===== src/verilog/dacr_pkg.sv =====
// register map, field positions, reset values and carrier types of the config bank
// assumes one 40 MHz core clock and a synchronous active-high reset
package dacr_pkg;

	localparam logic [12:0] ADDR_DEV_INDEX  = 13'h0005;
	localparam logic [12:0] ADDR_POWER_MODE = 13'h0008;
	localparam logic [12:0] ADDR_ENHANCE    = 13'h000c;
	localparam logic [12:0] ADDR_OUT_MODE   = 13'h0014;
	localparam logic [12:0] ADDR_REF_SEL    = 13'h0018;
	localparam logic [12:0] ADDR_PAT1_LO    = 13'h0019;
	localparam logic [12:0] ADDR_PAT1_HI    = 13'h001a;
	localparam logic [12:0] ADDR_PAT2_LO    = 13'h001b;
	localparam logic [12:0] ADDR_PAT2_HI    = 13'h001c;
	localparam logic [12:0] ADDR_SIG_LO     = 13'h0024;
	localparam logic [12:0] ADDR_SIG_HI     = 13'h0025;
	localparam logic [12:0] ADDR_OVR        = 13'h002a;
	localparam logic [12:0] ADDR_OUT_ASSIGN = 13'h002e;
	localparam logic [12:0] ADDR_SYNC       = 13'h003a;
	localparam logic [12:0] ADDR_TRANSFER   = 13'h00ff;
	localparam logic [12:0] ADDR_RATE       = 13'h0100;
	localparam logic [12:0] ADDR_PIN2       = 13'h0101;
	localparam logic [12:0] ADDR_PIN3       = 13'h0102;

	localparam logic [7:0] RST_DEV_INDEX  = 8'h03;
	localparam logic [7:0] RST_POWER_MODE = 8'h00;
	localparam logic [7:0] RST_ENHANCE    = 8'h00;
	localparam logic [7:0] RST_OUT_MODE   = 8'h00;
	localparam logic [7:0] RST_REF_SEL    = 8'h04;
	localparam logic [7:0] RST_PATTERN    = 8'h00;
	localparam logic [15:0] RST_SIGNATURE = 16'hffff;
	localparam logic [7:0] RST_OVR        = 8'h01;
	localparam logic [7:0] RST_SYNC       = 8'h00;
	localparam logic [7:0] RST_RATE       = 8'h00;
	localparam logic [7:0] RST_PIN        = 8'h00;

	localparam int PM_EXT_FUNC_BIT  = 5;
	localparam int CHOP_BIT         = 2;
	localparam int LOGIC_TYPE_LSB   = 6;
	localparam int REF_LSB          = 0;
	localparam int OVR_EN_BIT       = 0;
	localparam int SYNC_NEXT_BIT    = 2;
	localparam int SYNC_EN_BIT      = 1;
	localparam int TRANSFER_BIT     = 0;
	localparam int RATE_EN_BIT      = 6;
	localparam int RATE_LSB         = 0;
	localparam int OUT_DIS_EN_BIT   = 7;
	localparam int PULLDOWN_DIS_BIT = 0;
	localparam int CM_PD_BIT        = 3;

	localparam logic [1:0] PM_NORMAL     = 2'h0;
	localparam logic [1:0] PM_POWER_DOWN = 2'h1;
	localparam logic [1:0] PM_STANDBY    = 2'h2;
	localparam logic [1:0] PM_DIG_RESET  = 2'h3;

	// highest rate code the part may run at; stands for the factory grade
	localparam logic [2:0] SPEED_GRADE_CODE = 3'h5;

	localparam logic [3:0] INSTR_LAST_BIT = 4'hf;
	localparam logic [3:0] BYTE_LAST_BIT  = 4'h7;

	typedef struct packed {
		logic [7:0] dev_index;
		logic [7:0] power_mode;
		logic [7:0] enhance;
		logic [7:0] out_mode;
		logic [7:0] ref_sel;
		logic [7:0] pat1_lo;
		logic [7:0] pat1_hi;
		logic [7:0] pat2_lo;
		logic [7:0] pat2_hi;
		logic [15:0] signature;
		logic [7:0] ovr;
		logic [1:0] out_assign;
		logic [7:0] sync_ctl;
		logic [7:0] rate_staged;
		logic [7:0] rate_active;
		logic [7:0] pin2;
		logic [7:0] pin3;
	} dacr_regs_type;

	typedef struct packed {
		logic        sclk_prev;
		logic [15:0] shift;
		logic [3:0]  cnt;
		logic        data_phase;
		logic        rd;
		logic [12:0] addr;
		logic [7:0]  tx;
		logic        skip;
		logic        oe;
	} dacr_spi_type;

	typedef struct packed {
		logic [2:0]  ref_span;
		logic [15:0] pattern_one;
		logic [15:0] pattern_two;
		logic        overrange_out_en;
		logic        chan_a_source;
		logic        chan_b_source;
		logic        chop_en;
		logic [1:0]  logic_type;
		logic        datapath_clk_en;
		logic        datapath_reset;
		logic        data_out_en;
		logic        full_power_down;
		logic        standby;
		logic        divider_sync;
		logic        rate_override_en;
		logic [2:0]  rate_code;
		logic        sdio_pulldown_disable;
		logic        common_mode_generator_power_down;
	} dacr_ctl_type;

	typedef struct packed {
		dacr_regs_type regs;
		dacr_spi_type  spi;
		dacr_ctl_type  ctl;
	} dacr_state_type;

endpackage : dacr_pkg


===== src/verilog/dacr_config_regs.sv =====
// configuration register bank behind the serial control port, with control decode
// assumes serial pins are synchronous to core_clk and sclk is well below core_clk/2
module dacr_config_regs (
	input  wire logic                  core_clk,
	input  wire logic                  reset,
	input  wire logic                  spi_sclk,
	input  wire logic                  spi_cs_n,
	input  wire logic                  sdio_in,
	output logic                       sdio_out,
	output logic                       sdio_oe,
	input  wire logic                  power_down_pin,
	input  wire logic                  output_disable_pin,
	input  wire logic                  sync_in,
	input  wire logic [15:0]           signature_result,
	output dacr_pkg::dacr_ctl_type     ctl
);
	import dacr_pkg::*;

	dacr_state_type st;
	dacr_state_type next_st;

	logic        sclk_rise;
	logic        sclk_fall;
	logic [15:0] sh;
	logic        wr_strobe;
	logic [12:0] wr_addr;
	logic [7:0]  wr_data;
	logic        sync_pass;
	logic [1:0]  eff_mode;
	logic [2:0]  pm_bits;
	logic        rate_upgrade;

	function automatic logic [7:0] reg_read(input dacr_regs_type r, input logic [12:0] a);
		logic [7:0] d;
		d = 8'h00;
		case (a)
			ADDR_DEV_INDEX:  d = r.dev_index;
			ADDR_POWER_MODE: d = r.power_mode;
			ADDR_ENHANCE:    d = r.enhance;
			ADDR_OUT_MODE:   d = r.out_mode;
			ADDR_REF_SEL:    d = r.ref_sel;
			ADDR_PAT1_LO:    d = r.pat1_lo;
			ADDR_PAT1_HI:    d = r.pat1_hi;
			ADDR_PAT2_LO:    d = r.pat2_lo;
			ADDR_PAT2_HI:    d = r.pat2_hi;
			ADDR_SIG_LO:     d = r.signature[7:0];
			ADDR_SIG_HI:     d = r.signature[15:8];
			ADDR_OVR:        d = r.ovr;
			// local register: first selected channel answers
			ADDR_OUT_ASSIGN: d = {7'h00, r.dev_index[0] ? r.out_assign[0] : r.out_assign[1]};
			ADDR_SYNC:       d = r.sync_ctl;
			ADDR_RATE:       d = r.rate_staged;
			ADDR_PIN2:       d = r.pin2;
			ADDR_PIN3:       d = r.pin3;
			default:         d = 8'h00;
		endcase
		return d;
	endfunction : reg_read

	// returns {clock enable, datapath reset, output enable}
	function automatic logic [2:0] pm_decode(input logic [1:0] mode);
		logic [2:0] b;
		b = 3'h4;
		case (mode)
			PM_NORMAL:     b = 3'h5;
			PM_POWER_DOWN: b = 3'h2;
			PM_STANDBY:    b = 3'h0;
			PM_DIG_RESET:  b = 3'h3;
			default:       b = 3'h5;
		endcase
		return b;
	endfunction : pm_decode

	assign sclk_rise = spi_sclk & ~st.spi.sclk_prev;
	assign sclk_fall = ~spi_sclk & st.spi.sclk_prev;
	assign sdio_out  = st.spi.tx[7];
	assign sdio_oe   = st.spi.oe;
	assign ctl       = st.ctl;

	always_comb begin
		next_st   = st;
		sh        = {st.spi.shift[14:0], sdio_in};
		wr_strobe = 1'b0;
		wr_addr   = st.spi.addr;
		wr_data   = sh[7:0];

		// serial port: 16-bit instruction, then bytes with falling address
		next_st.spi.sclk_prev = spi_sclk;
		if (spi_cs_n) begin
			next_st.spi.cnt        = 4'h0;
			next_st.spi.data_phase = 1'b0;
			next_st.spi.oe         = 1'b0;
			next_st.spi.skip       = 1'b0;
		end else if (sclk_rise) begin
			next_st.spi.shift = sh;
			next_st.spi.cnt   = st.spi.cnt + 4'h1;
			if (!st.spi.data_phase && st.spi.cnt == INSTR_LAST_BIT) begin
				next_st.spi.rd         = sh[15];
				next_st.spi.addr       = sh[12:0];
				next_st.spi.data_phase = 1'b1;
				next_st.spi.cnt        = 4'h0;
				next_st.spi.oe         = sh[15];
				next_st.spi.skip       = 1'b1;
				next_st.spi.tx         = reg_read(st.regs, sh[12:0]);
			end else if (st.spi.data_phase && st.spi.cnt == BYTE_LAST_BIT) begin
				next_st.spi.cnt  = 4'h0;
				next_st.spi.addr = st.spi.addr - 13'h0001;
				wr_strobe        = ~st.spi.rd;
				if (st.spi.rd) begin
					next_st.spi.tx   = reg_read(st.regs, st.spi.addr - 13'h0001);
					next_st.spi.skip = 1'b1;
				end
			end
		end else if (sclk_fall && st.spi.data_phase && st.spi.rd) begin
			// first falling edge after a load keeps the msb on the line
			if (st.spi.skip) begin
				next_st.spi.skip = 1'b0;
			end else begin
				next_st.spi.tx = {st.spi.tx[6:0], 1'b0};
			end
		end

		next_st.regs.signature = signature_result;

		sync_pass = sync_in & st.regs.sync_ctl[SYNC_EN_BIT];
		if (sync_pass && st.regs.sync_ctl[SYNC_NEXT_BIT]) begin
			next_st.regs.sync_ctl[SYNC_EN_BIT] = 1'b0;
		end

		// applied after the self-clear so that a host write in the same cycle wins
		if (wr_strobe) begin
			case (wr_addr)
				ADDR_DEV_INDEX:  next_st.regs.dev_index  = wr_data;
				ADDR_POWER_MODE: next_st.regs.power_mode = wr_data;
				ADDR_ENHANCE:    next_st.regs.enhance    = wr_data;
				ADDR_OUT_MODE:   next_st.regs.out_mode   = wr_data;
				ADDR_REF_SEL:    next_st.regs.ref_sel    = wr_data;
				ADDR_PAT1_LO:    next_st.regs.pat1_lo    = wr_data;
				ADDR_PAT1_HI:    next_st.regs.pat1_hi    = wr_data;
				ADDR_PAT2_LO:    next_st.regs.pat2_lo    = wr_data;
				ADDR_PAT2_HI:    next_st.regs.pat2_hi    = wr_data;
				ADDR_OVR:        next_st.regs.ovr        = wr_data;
				ADDR_OUT_ASSIGN: begin
					if (st.regs.dev_index[0]) begin
						next_st.regs.out_assign[0] = wr_data[0];
					end
					if (st.regs.dev_index[1]) begin
						next_st.regs.out_assign[1] = wr_data[0];
					end
				end
				ADDR_SYNC:       next_st.regs.sync_ctl    = wr_data;
				ADDR_RATE:       next_st.regs.rate_staged = wr_data;
				ADDR_TRANSFER: begin
					if (wr_data[TRANSFER_BIT]) begin
						next_st.regs.rate_active = st.regs.rate_staged;
					end
				end
				ADDR_PIN2:       next_st.regs.pin2 = wr_data;
				ADDR_PIN3:       next_st.regs.pin3 = wr_data;
				default:         next_st.regs = next_st.regs;
			endcase
		end

		// control decode, one cycle behind the registers
		rate_upgrade = st.regs.rate_active[RATE_EN_BIT] &&
			(st.regs.rate_active[RATE_LSB +: 3] > SPEED_GRADE_CODE);
		if (power_down_pin) begin
			eff_mode = st.regs.power_mode[PM_EXT_FUNC_BIT] ? PM_POWER_DOWN : PM_STANDBY;
		end else begin
			eff_mode = st.regs.power_mode[1:0];
		end
		if (rate_upgrade) begin
			eff_mode = PM_POWER_DOWN;
		end
		pm_bits = pm_decode(eff_mode);

		next_st.ctl.ref_span         = st.regs.ref_sel[REF_LSB +: 3];
		next_st.ctl.pattern_one      = {st.regs.pat1_hi, st.regs.pat1_lo};
		next_st.ctl.pattern_two      = {st.regs.pat2_hi, st.regs.pat2_lo};
		next_st.ctl.overrange_out_en = st.regs.ovr[OVR_EN_BIT];
		next_st.ctl.chan_a_source    = st.regs.out_assign[0];
		next_st.ctl.chan_b_source    = st.regs.out_assign[1];
		next_st.ctl.chop_en          = st.regs.enhance[CHOP_BIT];
		next_st.ctl.logic_type       = st.regs.out_mode[LOGIC_TYPE_LSB +: 2];
		next_st.ctl.datapath_clk_en  = pm_bits[2];
		next_st.ctl.datapath_reset   = pm_bits[1];
		// output disable pin only counts once software has enabled it
		next_st.ctl.data_out_en      = pm_bits[0] &
			~(st.regs.pin2[OUT_DIS_EN_BIT] & output_disable_pin);
		next_st.ctl.full_power_down  = (eff_mode == PM_POWER_DOWN);
		next_st.ctl.standby          = (eff_mode == PM_STANDBY);
		next_st.ctl.divider_sync     = sync_pass;
		next_st.ctl.rate_override_en = st.regs.rate_active[RATE_EN_BIT];
		next_st.ctl.rate_code        = st.regs.rate_active[RATE_LSB +: 3];
		next_st.ctl.sdio_pulldown_disable = st.regs.pin2[PULLDOWN_DIS_BIT];
		next_st.ctl.common_mode_generator_power_down = st.regs.pin3[CM_PD_BIT];
	end

	always_ff @(posedge core_clk) begin
		if (reset) begin
			st                  <= '0;
			st.regs.dev_index   <= RST_DEV_INDEX;
			st.regs.power_mode  <= RST_POWER_MODE;
			st.regs.enhance     <= RST_ENHANCE;
			st.regs.out_mode    <= RST_OUT_MODE;
			st.regs.ref_sel     <= RST_REF_SEL;
			st.regs.pat1_lo     <= RST_PATTERN;
			st.regs.pat1_hi     <= RST_PATTERN;
			st.regs.pat2_lo     <= RST_PATTERN;
			st.regs.pat2_hi     <= RST_PATTERN;
			st.regs.signature   <= RST_SIGNATURE;
			st.regs.ovr         <= RST_OVR;
			st.regs.sync_ctl    <= RST_SYNC;
			st.regs.rate_staged <= RST_RATE;
			st.regs.rate_active <= RST_RATE;
			st.regs.pin2        <= RST_PIN;
			st.regs.pin3        <= RST_PIN;
			st.spi.sclk_prev    <= 1'b0;
			st.ctl.ref_span         <= RST_REF_SEL[2:0];
			st.ctl.overrange_out_en <= RST_OVR[0];
			st.ctl.datapath_clk_en  <= 1'b1;
			st.ctl.data_out_en      <= 1'b1;
		end else begin
			st <= next_st;
		end
	end

endmodule : dacr_config_regs


===== config.mk =====
export PLATFORM = sky130hd
export DESIGN_NAME = dacr_config_regs
export DESIGN_NICKNAME = d
export VERILOG_FILES = /design/src/verilog/dacr_pkg.sv /design/src/verilog/dacr_config_regs.sv
export SDC_FILE = /design/constraint.sdc
export NUM_CORES = 1
export LEC_CHECK = 0
export ABC_CLOCK_PERIOD_IN_PS = 6230
export BUFFER_PORTS_ARGS = -buffer_cell sky130_fd_sc_hd__buf_2
export CAP_MARGIN = 40
export CORE_ASPECT_RATIO = 1.5
export CORE_MARGIN = 2
export CORE_UTILIZATION = 49
export CTS_CLUSTER_DIAMETER = 200
export DETAILED_ROUTE_END_ITERATION = 6
export HOLD_SLACK_MARGIN = 0.12
export PLACE_DENSITY = 0.7
export REMOVE_ABC_BUFFERS = 1
export SYNTH_ARGS = -nofsm -noshare
export SYNTH_HDL_FRONTEND = slang
export SYNTH_SLANG_ARGS = --single-unit

===== constraint.sdc =====
create_clock -name core_clk -period 6.23 [get_ports core_clk]
set_clock_uncertainty 0.2 [all_clocks]
set_input_delay 0.3115 -clock core_clk [delete_from_list [all_inputs] [get_ports core_clk]]
set_output_delay 0.3115 -clock core_clk [all_outputs]
set_load 0.01 [all_outputs]

* Yosys cells after proc, flatten, opt, wreduce, memory -nomap -nowiden
Cells that the tools add are included.
** Word-level totals
- Logic and storage cells :: 178
- Register bits after elaboration :: 236
** Operators by class
- Add/subtract/negate cells :: 2
- Bitwise operators :: 10
- Eq/ne operators :: 58
- Reduce and logical (&&, ||, !) cells :: 34
- Order comparisons :: 1
- Mux-type cells :: 27
** Operator list (number)
- one-hot mux 8 bit (17 select lines) :: 2
- == test 13 x 5 -> 1 bit, second input constant :: 18
- == test 13 x 6 -> 1 bit, second input constant :: 13
- == test 13 x 9 -> 1 bit, second input constant :: 9
- == test 13 x 4 -> 1 bit, second input constant :: 6
- 2-to-1 mux 8 bit :: 6
- 2-to-1 mux 22 bit :: 2
- == test 13 x 3 -> 1 bit, second input constant :: 3
- 2-to-1 mux 34 bit :: 1
- AND reduction 2 bit :: 16
- 2-to-1 mux 9 bit :: 3
- AND reduction 3 bit :: 6
- == test 13 x 8 -> 1 bit, second input constant :: 1
- subtractor 13 x 1 -> 13 bit, second input constant :: 1
- one-hot mux 3 bit (4 select lines) :: 1
- 2-to-1 mux 2 bit :: 4
- 2-to-1 mux 4 bit :: 2
- logical AND 1 bit :: 6
- 2-to-1 mux 1 bit :: 6
- bitwise AND 1 bit :: 5
- NOT 1 bit :: 5
- AND reduction 5 bit :: 1
- adder 4 x 1 -> 4 bit, second input constant :: 1
- == test 2 bit, second input constant :: 2
- 11 further kinds :: 12

* Logic depth before layout (Yosys ltp)
Gate-level depths: netlist (run 1).
- Word-level depth :: 7
- Mapped depth :: 15

* Worst setup path before layout (run 1)
Ideal clock, no wire load.
- Path type :: register to register
- Start :: register st (netlist bit wr_addr[0])
- End :: register st (netlist bit sdio_out)
- Setup time :: 0.115 ns
- Period minus slack after synthesis :: 3.238 ns
- Setup slack :: 2.992 ns
- Arrival :: 2.923 ns
- Cell stages (with the launch flop) :: 15
- Required time :: 5.915 ns
- Path through :: dfxtp_1 buf_4 inv_1 ha_1 buf_2 nor3b_1 buf_2 a31oi_1 nor2_1 buf_2 nor2_1 a221oi_4 a31oi_4 a21boi_1 o21a_1
** Between the ends
- Cells in the longest elaborated chain, start to end :: 7
** Ends and longest elaborated chain
- start: declaration :: line dacr_config_regs.sv:19 : dacr_state_type st;
- start signal: assignment :: line dacr_config_regs.sv:224 : st <= next_st;
- subtractor 13 x 1 -> 13 bit (*) :: line dacr_config_regs.sv:110 : next_st.spi.tx = reg_read(st.regs, st.spi.addr - 13'h0001);
- == test 13 x 9 -> 1 bit (tied with other cells) :: line dacr_config_regs.sv:36 : case (a)
- one-hot mux 8 bit (17 select lines) (*) :: line dacr_config_regs.sv:36
- 2-to-1 mux 9 bit (*) :: line dacr_config_regs.sv:109 : if (st.spi.rd) begin
- 2-to-1 mux 22 bit (*) :: line dacr_config_regs.sv:105 : end else if (st.spi.data_phase && st.spi.cnt == BYTE_LAST_BIT) begin
- 2-to-1 mux 22 bit (*) :: line dacr_config_regs.sv:97 : if (!st.spi.data_phase && st.spi.cnt == INSTR_LAST_BIT) begin
- 2-to-1 mux 9 bit (*) :: line dacr_config_regs.sv:94 : end else if (sclk_rise) begin
Mark *: on every way between the ends. The rest lies on a longest branch, timed or not. The select of a mux whose other input is x is not followed.
A chain may end at the register's enable or synchronous reset.

* Worst setup path in the final report (run 1)
- Start :: register st (netlist bit wr_addr[0])
- End :: register st[58] (netlist bit)
The elaborated chain is that of the path after synthesis.

==> summary.md, run 1 <==
| Metric | Value |
|---|---|
| Proportion of synthesized area in mux cells | `9.587%` |
| Via count | `11052` |
| 1st-iter DRT viols | `1104` |
| Routed wire per std cell | `26.65 um` |
| Adder-cell share of the synthesized area | `0.9461%` |
| Cell with the largest stage delay on the worst path | `o2111a_1` |
| Final Util | `55.85%` |
| Setup Crit Path Kind | `reg -> reg` |
| IO Port Bufs | `78` |
| Site Rows | `69` |
| Vias in the first global route | `10594` |
| Fill cells | `2213` |
| Initial antenna violation count | `0` |
| CP Data Required Time | `6480 ps` |
| Seq/Total Area, Yosys | `39.02%` |
| Ys async rst share | `0%` |
| DP HPWL | `32650 um` |
| Complex-gate fraction of the synthesized area | `18.48%` |
| Worst slew margin | `32.37%` |
| Critical path fanouts, max | `15` |
| TritonCTS clock tree | `built` |
| Remaining DRCs | `1` |
| Die area | `25580 um2` |
| Clock-pin slew on the worst setup and hold paths | `70 ps` |
| Synth Flop Type | `dfxtp_1` |
| Startpoint Class | `flop` |
| Post-route setup TNS | `0 ps` |
| First-pass GRT wire length | `67280 um` |
| Post-synth EDFFs | `0` |
| CP endpoint kind | `flop` |
| GRT Total Usage | `34.78%` |
| Share of cells above drive strength 1 | `16.26%` |
| Synth warn | `0` |
| Final Hold Fails | `0` |
| Maximum VDD drop | `0.2125 mV` |
| Area share of the largest cell type after synthesis | `39.02%` |
| Status | `finished with violations` |
| Nets | `1419` |
| Average via count per standard cell | `6.422` |
| Synth area leaders | `dfxtp_1, mux2i_1, nor2_1` |
| Total grt overflow | `0` |
| Post-Synthesis Cells | `1369` |
| Fin crit period | `4286 ps` |
| Max-slew violations | `0` |
| Max-cap violations | `0` |
| Pin count of the biggest net entering global routing | `113` |
| Fin crit share | `68.80%` |
| Synthesized area per cell | `8.694 um2` |
| Largest area contributor in the netlist | `dfxtp_1` |
| Pwr/cell area | `230.8 nW/um2` |
| Synthesis-stage register bit count | `232` |
| Crit-path cells | `inv_1 > ha_1 > nor3b_1 > buf_2 > a211oi_1 > o2111a_1 > or3_1 > o2111ai_1 > a31oi_4 > o21ai_1 > a221oi_2` |
| # diodes | `0` |
| Initial DRT Pass Iterations | `7` |
| RSZ-0062 raised after global routing | `no` |
| Die width | `131.3 um` |
| Leak Pwr | `5.426 nW` |
| Final Non-Filler Cells | `1721` |
| Area added between synthesis and finish | `11.41%` |
| Worst EP arrival | `4530 ps` |
| Placeable Area | `23740 um2` |
| Clock Sinks | `232` |
| Post-Synth Simple-Gate Area | `24.15%` |
| Postcts setup bufs | `0` |
| Reg area | `4644 um2` |
| Library cells used by synthesis | `90` |
| Total CTS buffers | `23` |
| Mapped Area | `11900 um2` |
| I/O Pins | `79` |
| Worst-margin pin slew | `1015 ps` |
| Failing checks | `DRC` |
| Post-Synth XOR/XNOR Area | `0.3679%` |
| Inst Count DP | `1656` |
| Clk root buf | `clkbuf_16` |
| DRT Wirelength | `45860 um` |
| Endpoints failing setup | `0` |
| Routed Antenna Nets | `0` |
| Clk_lat worst skew | `530 ps` |
| Initial Util | `50.13%` |
| Multi-input gate area | `6397 um2` |
| CTS H-tree lvls | `1` |
| Hold Crit Class | `reg -> reg` |
| Max Freq | `233.3 MHz` |
| Maximum clock insertion buffer count | `3` |
| Main combinational cell family by area after synthesis | `simple AND/OR/NAND/NOR gates` |
| Die height | `194.9 um` |
| Crit path largest cell delay | `790 ps` |
| Gpl congestion | `1.027` |
layer usage:
layer / share of wire, % / up-vias / track usage, % / wire length [um]
li1: - / 4926 / - / -
met5: 0 / - / 0 / 0
met1: 37 / 5347 / 39.29 / 16830
met3: 6.9 / 202 / 5.295 / 3175
met4: 8.7 / 0 / 25.48 / 3996
met2: 48 / 577 / 59.47 / 21860
area by class of cell:
class                   instances  share of cell area (%)
clock inverters                11                   1.123
flip-flops and latches        232                   35.03
clock buffers                  30                   4.841
well taps                     319                   3.010
repair buffers                143                   7.218
inverters                      19                  0.5378
multi-input cells             967                   48.25
worst max-delay path, delay by kind of cell (launching register included):
family / cells / cell delay, ps
AO/OA/AOI/OAI: 6 / 2310
flip-flops: 1 / 530
AND/OR/NAND/NOR: 2 / 440
buffers and inverters: 2 / 370
adder cells (fa/ha/maj): 1 / 340
cells in the mapped netlist, types with 24 or more instances:
library cell  count
o21ai_0          33
buf_4            55
dfxtp_1         232
nand2_1         119
a22oi_1          27
a21oi_1          67
or2_2            25
nand3_1          24
nor3_1           26
nor2_1          173
clkbuf_1         78
mux2i_1         105
a32oi_1          24
nor2b_1          53
per-stage QoR:
| step | setup slack, ps | power (mW) | instance area, um2 | hold slack, ps |
|---|---|---|---|---|
| CTS | 2045 | 3.070 | 13260 | 259.7 |
| global route | 1723 | 3.131 | 13260 | 274.6 |
| finish | 1944 | 3.061 | 13260 | 254.0 |
| detailed placement | 2061 | 1.608 | 12230 | 251.0 |
| global placement | 1962 | 1.607 | 12150 | 244.8 |
| floorplan | 2314 | 1.552 | 11090 | 177.7 |
registers in the layout (all words and copies together), names as in the netlist:
name and flops:
st 102, ctl 53, next_st 47, sh 15, wr_addr 13, sdio_oe 1, sdio_out 1
cell families after synthesis:
| logic type | after synthesis |
|---|---|
| adders and majority gates | 9 |
| DFF | 232 |
| buffers and inverters | 170 |
| and+or+nand+nor | 545 |
| AOI/OAI and AO/OA | 296 |
| muxes | 112 |
| xor gates and xnor gates | 5 |
path summary, 6_finish.rpt:
path	from	endpoint	slack [ps]	depth (start not counted)
worst min register to register	sh[14]$_SDFFE_PP0P_	sh[15]$_SDFFE_PP0P_	250	2
worst min-delay path	sh[14]$_SDFFE_PP0P_	sh[15]$_SDFFE_PP0P_	250	2
worst max register to register	wr_addr[0]$_SDFFE_PP0P_	st[58]$_SDFFE_PP0P_	1940	11
worst max-delay path	wr_addr[0]$_SDFFE_PP0P_	st[58]$_SDFFE_PP0P_	1940	11
power breakdown:
part	switching, mW	internal (mW)
Clock	0.616	0.856
Combinational	0.0601	0.0306
Sequential	0.00755	1.49
timing repair:
action / in CTS / in global routing
hold endpoints to repair: 73 / 0
resized for setup: 0 / 0
hold buffers: 24 / 0
cell usage in the layout (no fill, tap or decap), types with 6 or more instances in the layout:
cell,Yosys,layout
o211ai_1,13,13
and4b_1,6,6
o21ai_0,33,33
nor4_1,17,14
or2_2,25,25
a22oi_1,27,27
nor2_1,173,173
mux2_2,6,6
a32o_1,8,8
nor2b_1,53,52
a221o_1,9,9
nand2_1,119,119
inv_1,19,19
a211o_1,7,7
dfxtp_1,232,232
buf_2,10,78
nor4_2,7,10
a22o_1,22,22
ha_1,9,9
a221oi_1,11,11
or3_1,9,9
a211oi_1,9,9
a32oi_1,24,24
nor3_1,26,25
a31oi_1,8,8
clkbuf_16,0,23
nand4_1,6,6
mux2i_1,105,105
nor3b_1,9,9
dlygate4sd3_1,0,24
and2_1,9,9
and3_1,17,17
nand3_1,24,24
buf_4,55,37
a21oi_1,67,67
Power figures use the tool's default switching activity.
==> run 2: changes to the inputs <==
--- a/config.mk
+++ b/config.mk
@@ -5,7 +5,8 @@
 export SDC_FILE = /design/constraint.sdc
 export NUM_CORES = 1
 export LEC_CHECK = 0
-export ABC_CLOCK_PERIOD_IN_PS = 6230
+export ABC_AREA = 1
+export ABC_CLOCK_PERIOD_IN_PS = 4300
 export BUFFER_PORTS_ARGS = -buffer_cell sky130_fd_sc_hd__buf_2
 export CAP_MARGIN = 40
 export CORE_ASPECT_RATIO = 1.5
==> constraint.sdc (replaced) <==
create_clock -name core_clk -period 4.3 [get_ports core_clk]
set_clock_uncertainty 0.2 [all_clocks]
set_input_delay 0.215 -clock core_clk [delete_from_list [all_inputs] [get_ports core_clk]]
set_output_delay 0.215 -clock core_clk [all_outputs]
set_load 0.01 [all_outputs]
==> summary.md, run 2 <==
| Metric | Value |
|---|---|
| Pwr/cell area | `335.2 nW/um2` |
| Routed Antenna Nets | `0` |
| Area added between synthesis and finish | `11.62%` |
| Synthesized area per cell | `7.027 um2` |
| Max-cap violations | `0` |
| Combinational share of power | `6.0%` |
| Clock-pin slew on the worst setup and hold paths | `70 ps` |
| IO Port Bufs | `78` |
| Met2 wire length | `20880 um` |
| Final Non-Filler Cells | `2049` |
| Setup Crit Path Kind | `reg -> reg` |
| Seq/Total Area, Yosys | `39.58%` |
| TritonCTS clock tree | `built` |
| Status | `finished with violations` |
| Origin of the critical flop-to-flop path | `wr_addr[0]$_SDFFE_PP0P_` |
| Die height | `193.5 um` |
| Nets | `1747` |
| Post-Synthesis Cells | `1670` |
| Fin crit share | `84.62%` |
| Worst EP arrival | `3910 ps` |
| Total CTS buffers | `23` |
| Die area | `25230 um2` |
| I/O Pins | `79` |
| Initial antenna violation count | `0` |
| Share of cells above drive strength 1 | `12.89%` |
| Hold Crit Start | `signature_result[3]` |
| Die width | `130.4 um` |
| Hold Crit Class | `in -> reg` |
| Max-slew violations | `0` |
| Routed length on met3 | `3526 um` |
| RSZ-0062 raised after global routing | `no` |
| DRT Wirelength | `45160 um` |
| Fin crit period | `3639 ps` |
| M1 WL | `17380 um` |
| Post-synth EDFFs | `0` |
| CP Data Required Time | `4570 ps` |
| Worst setup margin | `661.3 ps` |
| Average via count per standard cell | `5.746` |
| Initial Util | `49.61%` |
| Leak Pwr | `5.301 nW` |
| Synth area leaders | `dfxtp_1, nor2_1, inv_1` |
| Largest register FFs | `102` |
| Initial DRT Pass Iterations | `7` |
| Worst slew margin | `39.19%` |
| Most common cell after layout, fill and taps aside | `nor2_1` |
| Library cells used by synthesis | `42` |
| Remaining DRCs | `1` |
| Switching power | `1.127 mW` |
| Clock Sinks | `232` |
| Worst-margin pin slew | `912.1 ps` |
| Synth Flop Type | `dfxtp_1` |
| Most common cell in the synthesized netlist | `nor2_1` |
| # diodes | `0` |
| GRT Total Usage | `35.49%` |
| Clk_lat worst skew | `550 ps` |
| Postcts setup bufs | `0` |
| Clock network fraction of total power | `44.3%` |
| Vias in the first global route | `11004` |
| Site Rows | `69` |
| DR top layer | `met4` |
| Inst Count DP | `1983` |
| Post-synth top cells | `nor2_1, dfxtp_1, inv_1` |
| Via count | `11773` |
| Most frequent cells in the layout | `nor2_1, dfxtp_1, inv_1` |
| Largest area contributor in the netlist | `dfxtp_1` |
| Switching Fraction | `25.67%` |
| Placeable Area | `23660 um2` |
| Startpoint Class | `flop` |
| Dpl ws | `767.1 ps` |
| Area share of the largest cell type after synthesis | `39.58%` |
| Endpoints failing setup | `0` |
| Total grt overflow | `0` |
| Maximum VDD drop | `0.3416 mV` |
| Cts repair resizes | `0` |
| Pin count of the biggest net entering global routing | `73` |
| Post-route setup TNS | `0 ps` |
| Register share of total power | `49.7%` |
| CP endpoint kind | `flop` |
| Mapped Area | `11740 um2` |
| Synthesis-stage register bit count | `232` |
| Final Hold Fails | `0` |
| Max Freq | `274.8 MHz` |
| Failing checks | `DRC` |
| DP HPWL | `34410 um` |
| Start point of the critical path | `wr_addr[0]$_SDFFE_PP0P_` |
| Power Internal | `3.264 mW` |
| Gpl congestion | `1.080` |
| CTS H-tree lvls | `1` |
| Routed wire per std cell | `22.04 um` |
| First-pass GRT wire length | `67000 um` |
| Clk root buf | `clkbuf_16` |
| Ys async rst share | `0%` |
| Synth warn | `0` |
| Maximum clock insertion buffer count | `3` |
| Critical path fanouts, max | `38` |
| Largest Register | `st` |
| 1st-iter DRT viols | `1132` |
==> run 2: cell types whose count changed after synthesis, moves of 48 or more <==
cell     before  now
inv_1        19  205
nand3_1      24  132
mux2i_1     105    0
o21ai_0      33  116
nor2_1      173  252
nand2_1     119  195
nor2b_1      53    0
a21oi_1      67  115
==> run 2: power groups by stage <==
stage	combinational [mW]	sequential [mW]	clock [mW]
2_1_floorplan	0.106	2.23	0
3_3_place_gp	0.231	2.23	0
3_5_place_dp	0.236	2.23	0
4_1_cts	0.253	2.18	1.96
5_1_grt	0.281	2.18	2.04
6_report	0.263	2.18	1.94
==> run 2: cell families (layout without fill, tap and decap cells) <==
kind of cell	after synthesis	in the layout	share of synthesized area [%]
simple gates	723	723	28.46
flops	232	232	39.58
buf+inv	347	407	13.33
xor+xnor	2	2	0.1493
compound gates	357	357	17.53
fa+ha+maj	9	9	0.9596
==> run 2: worst paths after layout <==
path / slack, ps / to / cells after the start
setup / recovery: 660 / st[60]$_SDFFE_PP0P_ / 19
setup reg to reg: 660 / st[60]$_SDFFE_PP0P_ / 19
hold reg to reg: 220 / ctl[2]$_SDFF_PP0_ / 2
hold / removal: 190 / st[152]$_SDFF_PP1_ / 3
==> run 2: worst max-delay path, cell delays in order, from the launching register on <==
cell and delay (ps):
dfxtp_1 350, inv_1 220, ha_1 320, nand2_2 120
nor2_2 150, nand2_1 60, nand2_1 80, nand2_2 70
nor2_4 170, inv_2 90, nor2_8 410, buf_4 430
nand3_2 200, o21ai_0 230, nor2_1 70, nand3_1 80
nand2_1 50, nand2_1 90, nand2_1 60, a21oi_2 120
==> run 2: through the flow <==
step                hold slack (ps)  power, mW  instance area [um2]  utilization (%)
global placement              196.8      2.463                12110            51.17
CTS                           177.4      4.397                13100            55.37
detailed placement            200.4      2.468                12140            51.34
floorplan                     77.44      2.339                10990                -
finish                        190.4      4.391                13100            55.37
global route                  200.7      4.503                13100            55.37
==> run 2: cell type report <==
type / count / area [um2]
sequential: 232 / 4644
clock buffer: 28 / 604.3
tap: 319 / 399.1
inverter: 219 / 822.0
timing repair buffer: 147 / 997.2
fill: 2405 / 10560
multi-input combinational: 1091 / 5532
clock inverter: 13 / 100.1
==> run 2: routing by layer <==
metal	global-route usage (%)	up-vias
li1	-	5609
met1	43.02	5402
met2	57.17	583
met3	6.803	179
met4	22.14	0
met5	0	-
==> run 2: repair_timing <==
item,CTS,global route
hold buffers,25,0
endpoints found under the setup margin,0,0
endpoints found under the hold margin,85,0
